<file path="config.mk">
export PLATFORM = sky130hd
export DESIGN_NAME = master_status_summary
export DESIGN_NICKNAME = d
export VERILOG_FILES = /design/src/hw/summary_pkg.sv /design/src/hw/sticky_flags.sv /design/src/hw/master_status_summary.sv
export SDC_FILE = /design/constraint.sdc
export NUM_CORES = 1
export LEC_CHECK = 0
export ABC_CLOCK_PERIOD_IN_PS = 1800
export BUFFER_PORTS_ARGS = -buffer_cell sky130_fd_sc_hd__buf_2
export CAP_MARGIN = 20
export CORE_UTILIZATION = 47
export CTS_CLUSTER_DIAMETER = 120
export DETAILED_ROUTE_END_ITERATION = 16
export PLACE_DENSITY = 0.75
export SETUP_SLACK_MARGIN = 0.05
export SYNTH_ARGS = -nofsm -noshare
export SYNTH_HDL_FRONTEND = slang
export SYNTH_SLANG_ARGS = --single-unit
</file>
<file path="constraint.sdc">
create_clock -name i_clk -period 1.8 [get_ports i_clk]
set_input_delay 0.36 -clock i_clk [delete_from_list [all_inputs] [get_ports i_clk]]
set_output_delay 0.36 -clock i_clk [all_outputs]
set_load 0.005 [all_outputs]
</file>
<file path="src/hw/summary_pkg.sv">
// Overview of operation
// - 16-bit summary register at 08h; block bits 0-6 and 8-13, others zero.
// - one-second tick bit latches each second of line clock; read clears it.
// - the one-second boundary phase is arbitrary, not aligned to anything.
// - saturation bit latches on any counter saturating; read clears it anyway.
// - a summary bit drives the interrupt only when its mask bit is one.
// - tester bit sets on enabled tester event; tester status read clears it.
// - hdlc bit sets on enabled hdlc change; hdlc status read clears it.
// - far_end_alarm_code_flag bit sets on a new verified code word; far_end_alarm_code_flag status read clears.
// - tributary frame alarm bit sets on enabled change; its read clears it.
// - tributary remote alarm bit sets on enabled change; its read clears it.
// - loopback bit is one while any line carries an active command.
// - line framer bit sets on enabled framer change; its read clears it.
// - transmit clock loss is one while formatter clock is idle ~200 ns.
// - receive clock loss is one while line receive clock is idle ~200 ns.
// - both clock loss bits start set after reset, clear once clock seen.
// - bit 12 shows the live line rate select pin, never interrupts.
// - bit 13 shows the live alternate mux mode pin, never interrupts.
// - mask register at 0Ah, same layout, one unmasks, resets to zero.
package summary_pkg;

  // register indices; the byte address is four times the index
  localparam logic [7:0] SUMMARY_IDX = 8'h08;
  localparam logic [7:0] MASK_IDX = 8'h0a;
  localparam logic [7:0] SUMMARY_ADDR = 8'(SUMMARY_IDX * 4);
  localparam logic [7:0] MASK_ADDR = 8'(MASK_IDX * 4);

  localparam int BIT_TICK = 0;
  localparam int BIT_SAT = 1;
  localparam int BIT_LOOPBACK = 8;
  localparam int BIT_LINE_FRAMER = 9;
  localparam int BIT_TX_LOSS = 10;
  localparam int BIT_RX_LOSS = 11;
  localparam int BIT_RATE_PIN = 12;
  localparam int BIT_MUX_PIN = 13;

  localparam logic [15:0] IRQ_BITS = 16'h0f7f;
  localparam logic [15:0] MASK_RESET = 16'h0000;
  localparam logic [31:0] READ_UNMAPPED = 32'h0000_0000;

  localparam int CLK_PERIOD_NS = 10;
  localparam int LOSS_TIME_NS = 200;
  localparam logic [4:0] LOSS_CYCLES = 5'(LOSS_TIME_NS / CLK_PERIOD_NS);
  // line receive clock edges per second
  localparam int unsigned TICK_EDGES_DEFAULT = 44736000;

  // per-block events, enables and status-read strobes share this layout
  typedef struct packed {
    logic line_framer;
    logic trib_remote;
    logic trib_frame;
    logic far_end_alarm_code_flag;
    logic hdlc;
    logic tester;
  } block_evt_t;

endpackage

</file>
<file path="src/hw/sticky_flags.sv">
`timescale 1ns/1ns
// latched flags: a set in the clearing cycle wins, so no event is lost
module sticky_flags #(
  parameter int W = 8
) (
  input wire logic i_clk,
  input wire logic i_reset,
  input wire logic [W-1:0] i_set,
  input wire logic [W-1:0] i_clear,
  output logic [W-1:0] o_flags
);

  logic [W-1:0] flags_reg;

  always_ff @(posedge i_clk)
  begin
    if (i_reset)
      flags_reg <= '0;
    else
      flags_reg <= (flags_reg & ~i_clear) | i_set;
  end

  assign o_flags = flags_reg;

endmodule

</file>
<file path="src/hw/master_status_summary.sv">
`timescale 1ns/1ns
module master_status_summary
  import summary_pkg::*;
#(
  parameter int unsigned TICK_EDGES = TICK_EDGES_DEFAULT
) (
  input wire logic i_clk,
  input wire logic i_reset,
  input wire logic [7:0] i_avs_address,
  input wire logic i_avs_read,
  input wire logic i_avs_write,
  input wire logic [31:0] i_avs_writedata,
  input wire logic [3:0] i_avs_byteenable,
  output logic [31:0] o_avs_readdata,
  output logic o_avs_waitrequest,
  input wire block_evt_t i_evt,
  input wire block_evt_t i_evt_en,
  input wire block_evt_t i_evt_read,
  input wire logic i_counter_saturated,
  input wire logic i_loopback_active,
  input wire logic i_formatter_transmit_clock,
  input wire logic i_line_receive_clock,
  input wire logic i_line_rate_select_pin,
  input wire logic i_alt_mux_mode_pin,
  output logic o_irq
);

  function automatic logic addr_hit(input logic [7:0] a,
                                    input logic [7:0] b);
    addr_hit = (a == b);
  endfunction

  ////////////////////////////////////////////////////////////////////////////
  // pin synchronisers: bit 0 tx clock, 1 rx clock, 2 rate pin, 3 mux pin

  logic [3:0] pin_meta_reg;
  logic [3:0] pin_sync_reg;
  logic [1:0] clk_prev_reg;
  logic [1:0] clk_edge;
  logic [1:0] loss_vec;

  always_ff @(posedge i_clk)
  begin
    pin_meta_reg <= {i_alt_mux_mode_pin, i_line_rate_select_pin,
                     i_line_receive_clock, i_formatter_transmit_clock};
    pin_sync_reg <= pin_meta_reg;
  end

  always_ff @(posedge i_clk)
  begin
    if (i_reset)
      clk_prev_reg <= 2'b00;
    else
      clk_prev_reg <= pin_sync_reg[1:0];
  end

  assign clk_edge = pin_sync_reg[1:0] ^ clk_prev_reg;

  ////////////////////////////////////////////////////////////////////////////
  // clock loss monitors; both clocks are judged against the system clock
  // since either one may be the clock that is missing

  genvar k;
  generate
    for (k = 0; k < 2; k++)
    begin : g_mon
      logic [4:0] idle_cnt_reg;
      logic loss_reg;

      always_ff @(posedge i_clk)
      begin
        if (i_reset)
          idle_cnt_reg <= 5'h0;
        else if (clk_edge[k])
          idle_cnt_reg <= 5'h0;
        else if (idle_cnt_reg != LOSS_CYCLES)
          idle_cnt_reg <= idle_cnt_reg + 5'h1;
      end

      always_ff @(posedge i_clk)
      begin
        if (i_reset)
          loss_reg <= 1'b1;
        else if (clk_edge[k])
          loss_reg <= 1'b0;
        else if (idle_cnt_reg == LOSS_CYCLES)
          loss_reg <= 1'b1;
      end

      assign loss_vec[k] = loss_reg;
    end
  endgenerate

  ////////////////////////////////////////////////////////////////////////////
  // one-second tick counted in line receive clock edges, free phase

  logic [31:0] tick_cnt_reg;
  logic tick;

  assign tick = clk_edge[1] && pin_sync_reg[1]
                && (tick_cnt_reg == 32'(TICK_EDGES - 1));

  always_ff @(posedge i_clk)
  begin
    if (i_reset)
      tick_cnt_reg <= 32'h0000_0000;
    else if (clk_edge[1] && pin_sync_reg[1])
      tick_cnt_reg <= tick ? 32'h0000_0000 : tick_cnt_reg + 32'h0000_0001;
  end

  ////////////////////////////////////////////////////////////////////////////
  // latched summary bits: 0 tick, 1 saturation, 7:2 block events

  logic sat_prev_reg;
  logic loopback_reg;
  logic [7:0] lat_set;
  logic [7:0] lat_clear;
  logic [7:0] lat;
  logic summary_read;
  logic [15:0] summary;

  always_ff @(posedge i_clk)
  begin
    if (i_reset)
    begin
      sat_prev_reg <= 1'b0;
      loopback_reg <= 1'b0;
    end
    else
    begin
      sat_prev_reg <= i_counter_saturated;
      loopback_reg <= i_loopback_active;
    end
  end

  assign lat_set[0] = tick;
  // only a fresh saturation latches, so a read clears a standing one
  assign lat_set[1] = i_counter_saturated && !sat_prev_reg;
  assign lat_set[7:2] = i_evt & i_evt_en;
  assign lat_clear[1:0] = {2{summary_read}};
  assign lat_clear[7:2] = i_evt_read;

  sticky_flags #(
    .W(8)
  ) u_flags (
    .i_clk(i_clk),
    .i_reset(i_reset),
    .i_set(lat_set),
    .i_clear(lat_clear),
    .o_flags(lat)
  );

  always_comb
  begin
    summary = 16'h0000;
    summary[6:0] = lat[6:0];
    summary[BIT_LOOPBACK] = loopback_reg;
    summary[BIT_LINE_FRAMER] = lat[7];
    summary[BIT_TX_LOSS] = loss_vec[0];
    summary[BIT_RX_LOSS] = loss_vec[1];
    summary[BIT_RATE_PIN] = pin_sync_reg[2];
    summary[BIT_MUX_PIN] = pin_sync_reg[3];
  end

  ////////////////////////////////////////////////////////////////////////////
  // avalon slave, one wait state on every access

  logic ack_reg;
  logic [31:0] rdata_reg;
  logic [15:0] mask_reg;
  logic req;
  logic mask_wr;

  assign req = i_avs_read || i_avs_write;
  assign o_avs_waitrequest = req && !ack_reg;
  assign o_avs_readdata = rdata_reg;
  // clear at the snapshot edge so an event after it stays latched
  assign summary_read = i_avs_read && !ack_reg
                        && addr_hit(i_avs_address, SUMMARY_ADDR);
  assign mask_wr = i_avs_write && ack_reg
                   && addr_hit(i_avs_address, MASK_ADDR);

  always_ff @(posedge i_clk)
  begin
    if (i_reset)
      ack_reg <= 1'b0;
    else
      ack_reg <= req && !ack_reg;
  end

  always_ff @(posedge i_clk)
  begin
    if (i_reset)
      rdata_reg <= READ_UNMAPPED;
    else if (i_avs_read && !ack_reg)
    begin
      if (addr_hit(i_avs_address, SUMMARY_ADDR))
        rdata_reg <= {16'h0000, summary};
      else if (addr_hit(i_avs_address, MASK_ADDR))
        rdata_reg <= {16'h0000, mask_reg};
      else
        rdata_reg <= READ_UNMAPPED;
    end
  end

  always_ff @(posedge i_clk)
  begin
    if (i_reset)
      mask_reg <= MASK_RESET;
    else if (mask_wr)
    begin
      if (i_avs_byteenable[0])
        mask_reg[7:0] <= i_avs_writedata[7:0] & IRQ_BITS[7:0];
      if (i_avs_byteenable[1])
        mask_reg[15:8] <= i_avs_writedata[15:8] & IRQ_BITS[15:8];
    end
  end

  ////////////////////////////////////////////////////////////////////////////
  // interrupt: registered, so it follows the summary by one cycle

  always_ff @(posedge i_clk)
  begin
    if (i_reset)
      o_irq <= 1'b0;
    else
      o_irq <= |(summary & mask_reg & IRQ_BITS);
  end

  ////////////////////////////////////////////////////////////////////////////
  // checks

  a_tick_latch: assert property (@(posedge i_clk) disable iff (i_reset)
    tick |=> lat[0])
    else $error("tick did not latch");

  a_tick_read_clear: assert property (@(posedge i_clk) disable iff (i_reset)
    summary_read && !tick |=> !lat[0])
    else $error("tick bit survived a read");

  a_sat_clear: assert property (@(posedge i_clk) disable iff (i_reset)
    summary_read && i_counter_saturated && sat_prev_reg |=> !lat[1])
    else $error("saturation bit not cleared while saturated");

  a_tester_set: assert property (@(posedge i_clk) disable iff (i_reset)
    i_evt.tester && i_evt_en.tester |=> summary[2] ##1 1'b1)
    else $error("tester event lost");

  a_hdlc_clear: assert property (@(posedge i_clk) disable iff (i_reset)
    i_evt_read.hdlc && !(i_evt.hdlc && i_evt_en.hdlc) |=> !summary[3])
    else $error("hdlc bit not cleared by status read");

  a_far_end_alarm_code_flag_hold: assert property (@(posedge i_clk) disable iff (i_reset)
    summary[4] && !i_evt_read.far_end_alarm_code_flag |=> summary[4])
    else $error("far_end_alarm_code_flag bit dropped without read");

  a_irq_follows: assert property (@(posedge i_clk) disable iff (i_reset)
    o_irq == $past(|(summary & mask_reg & IRQ_BITS), 1))
    else $error("interrupt disagrees with masked summary");

  a_pins_no_irq: assert property (@(posedge i_clk) disable iff (i_reset)
    ((summary & mask_reg) & ~16'h3000) == 16'h0000 |=> !o_irq)
    else $error("pin bits raised the interrupt");

  a_loss_reset: assert property (@(posedge i_clk)
    $past(i_reset) && i_reset == 1'b0 |-> loss_vec == 2'b11)
    else $error("clock loss bits not set after reset");

  a_loss_idle: assert property (@(posedge i_clk) disable iff (i_reset)
    !clk_edge[0] [*8] ##0 g_mon[0].idle_cnt_reg == LOSS_CYCLES
    |=> loss_vec[0])
    else $error("transmit clock loss not flagged");

  a_mask_no_irq: assert property (@(posedge i_clk) disable iff (i_reset)
    mask_reg == MASK_RESET [*2] |-> !o_irq)
    else $error("interrupt with all sources masked");

  c_tick: cover property (@(posedge i_clk) disable iff (i_reset) tick);
  c_irq_rise: cover property (@(posedge i_clk) disable iff (i_reset)
    $rose(o_irq));
  c_read_summary: cover property (@(posedge i_clk) disable iff (i_reset)
    summary_read && summary[0]);
  c_tx_loss: cover property (@(posedge i_clk) disable iff (i_reset)
    $rose(loss_vec[0]));

endmodule

</file>
==> run metrics <==
final period utilization 108%; CTS tree done; leakage power about 0.0020 µW; total grt overflow 0; CP max-delay cell or4bb_1; Iteration-0 DRC Markers around 130; register area approximately 0.0018 mm²; row count 33; Util after Layout 60.7%; max incr delay on CP ~0.51 ns; synthesized instance count 426; Final min period just under 2 ns; RSZ-0062 raised after global routing true; port bufs 63; worst-path maximum fanout 16; Synth warnings 0; max FFs per register 32; top_reg_cell synth dfxtp_1; worst vdd ir 0.635 mV; syn_area_per_cell 9.33 µm²; total power 3620 µW; vias in the first global route 3272; IO Count 106; crit end category flip-flop; HP Class in -> reg; first-pass GRT wire length 14300 µm; clock buffer count from CTS 9; initial antenna violation count 0; Achievable Freq 0.516 GHz; core area 0.00822 mm²; WL/cell roughly 14 µm; Power Internal 2680 µW; DIE AREA 0.00883 mm²; failing checks setup timing; total of max-cap violations 0; Final Hold Vio Count 0; layout cells sized above 1 a little over a third; diodes inserted 0; gr usage total 20.3%; clock power share 37.0%; synthesized cell area 0.00398 mm²; via count 3425; crit-path cells or4bb_1 -> or4_4 -> o21ai_4 -> buf_12 -> o31ai_1; status complete, but fails checks; Buffers & Inverters on Critical Path 1; HPWL after detailed placement 6200 µm; total power divided by cell area 726 mW/mm²; crit-path leading delay family simple AND/OR/NAND/NOR gates; sw frac 26.1%; area of the multi-input gates 0.00205 mm²; Synth Register Bits 90; switching pwr 946 µW; Fillers 709; Slew Viols, Final 0; area grow syn2layout 25.5%; antenna-violating nets left 0; required time worst endpoint 2.05 ns; number of synthesized flops with an enable pin 0; Nets 612; root buffer cell clkbuf_8; clk_lat worst skew 0.37 ns; CP arrival roughly 2.2 ns; Die Span X 94.0 µm; Post-synth ARST share 0%; drt total wl 8830 µm; Placer Congestion 0.792; Comb pwr share 6.2%; Initial Utilization 48.4%; Crit Path Category reg -> reg; CTS clk-pin slew, worst paths ~0.11 ns; H-tree levels 3; Synth cell types a little under 50; final worst slack -0.140 ns; crit path launch type flip-flop; Initial DRT Pass Iterations 4; sequential fraction of the synthesis area 45.3%; Final Skew around 0.02 ns; Hold-fix buffers, CTS 0; CTS max path bufs 2; Final Setup Violations 33; CTS Sinks 90; Residual DRC 0; pin count of the biggest net entering global routing 41; Vias/cell 5.32; die height around 94 µm; sequential power share a little under three fifths
-- power by group through the flow --
stage | logic, µW | clock network, µW | registers, µW
floorplan | 163 | 0 | 2090
global placement | 217 | 0 | 2100
detailed placement | 224 | 0 | 2100
CTS | 226 | 1370 | 2060
global route | 255 | 1460 | 2060
finish | 225 | 1340 | 2060
-- what timing repair did --
item	in CTS	in global routing
setup buffers	1	3
setup endpoints to repair	33	33
gates resized for setup	6	10
pin swaps	1	2
endpoints found under the hold margin	0	0
cloned	1	0
-- final cells by class --
| type | count | area share, % |
|---|---|---|
| Tap cell | 105 | 2.63 |
| Inverter | 14 | 1.05 |
| Sequential cell | 90 | 36.4 |
| Timing Repair Buffer | 116 | 15.0 |
| Clock inverter | 7 | 1.38 |
| Multi-Input combinational cell | 303 | 41.0 |
| Clock buffer | 9 | 2.48 |
-- Yosys cell counts (2+ instances only) --
cell | count | area share (%)
a21oi_1 | 31 | 3.9
a21oi_2 | 3 | 0.66
a221oi_1 | 2 | 0.44
a22o_1 | 2 | 0.44
a22oi_1 | 11 | 2.1
a32oi_1 | 2 | 0.44
and3_1 | 2 | 0.31
and4_1 | 3 | 0.66
and4b_1 | 2 | 0.50
buf_2 | 4 | 0.50
buf_4 | 19 | 3.6
clkbuf_1 | 13 | 1.2
dfxtp_1 | 90 | 45
ha_1 | 6 | 1.9
inv_1 | 14 | 1.3
mux2_2 | 11 | 3.1
mux2i_1 | 11 | 2.8
nand2_1 | 22 | 2.1
nand2b_1 | 10 | 1.6
nand3_1 | 14 | 1.8
nand4_1 | 8 | 1.3
nand4_2 | 2 | 0.63
nand4b_1 | 2 | 0.44
nor2_1 | 41 | 3.9
nor2b_1 | 5 | 0.79
nor3_1 | 8 | 1.0
nor4_4 | 2 | 1.1
nor4b_1 | 2 | 0.44
o21ai_0 | 11 | 1.4
o31ai_1 | 14 | 2.6
or2_2 | 2 | 0.31
or3_1 | 11 | 1.7
or4_1 | 13 | 2.5
or4_4 | 4 | 1.1
xnor2_1 | 7 | 1.5
xor2_1 | 9 | 2.0
-- final timing paths --
kind | to | cells past startpoint | startpoint | slack (ns)
max | tick_cnt_reg[31] | 5 | tick_cnt_reg[16] | -0.14
min | pin_meta_reg[2] | 1 | i_line_rate_select_pin | 0.08
max reg2reg | tick_cnt_reg[31] | 5 | tick_cnt_reg[16] | -0.14
min reg2reg | pin_sync_reg[3] | 0 | pin_meta_reg[3] | 0.34
-- placed cells by master (no fill, tap or decap), types with 3 or more instances in the layout --
cell type	instances
dfxtp_1	77
buf_2	65
buf_4	46
nor2_1	41
nand2_1	22
a21oi_1	20
conb_1	19
nand3_1	14
a21oi_2	14
inv_1	13
o31ai_1	13
dfxtp_2	13
or3_1	11
mux2_2	11
a22oi_1	11
mux2i_1	11
nand2b_1	10
xor2_1	9
or4_1	9
o21ai_0	9
clkbuf_8	9
nor3_1	8
nand4_1	8
or4_4	8
xnor2_1	7
nor2b_1	5
ha_1	5
and4_1	3
o21ai_1	3
inv_8	3
clkinv_4	3
-- metal layers --
| metal | part of all wire, % | global-route usage (%) | up-vias |
|---|---|---|---|
| met4 | 0.88 | 3.85 | 0 |
| met1 | 45 | 24.7 | 1625 |
| met3 | 4.6 | 4.85 | 9 |
| met2 | 50 | 36.5 | 75 |
| met5 | 0 | 0 | - |
| li1 | - | - | 1716 |
-- per-stage QoR --
stage	cell area, µm²	setup WS [ns]	hold WS, ns	instances	TNS [ns]
finish	4990	-0.140	0.0837	644	-3.36
global route	4990	-0.217	0.0670	644	-5.67
CTS	4940	-0.125	0.0736	641	-2.73
detailed placement	4720	-0.142	0.312	623	-4.05
global placement	4720	-0.126	0.314	623	-3.41
floorplan	4150	-0.0629	0.310	444	-1.32
-- cell families (layout without fill, tap and decap cells) --
| kind of cell | Yosys count | after routing | synth area share, % |
|---|---|---|---|
| AND/OR/NAND/NOR | 158 | 158 | 23.2 |
| flip-flops | 90 | 90 | 45.3 |
| AO/OA/AOI/OAI | 82 | 82 | 13.2 |
| buffers and inverters | 51 | 146 | 6.92 |
| multiplexers | 22 | 22 | 5.88 |
| XOR/XNOR | 16 | 16 | 3.52 |
| adder cells (fa/ha/maj) | 6 | 6 | 1.89 |
| other | 1 | 19 | 0.0943 |
-- worst register-to-register path, cell delays in order (launching register included) --
cell,delay [ns]
dfxtp_2,0.34
or4bb_1,0.51
or4_4,0.51
o21ai_4,0.21
buf_12,0.19
o31ai_1,0.08
No activity file was read; power rests on OpenSTA's default activity.
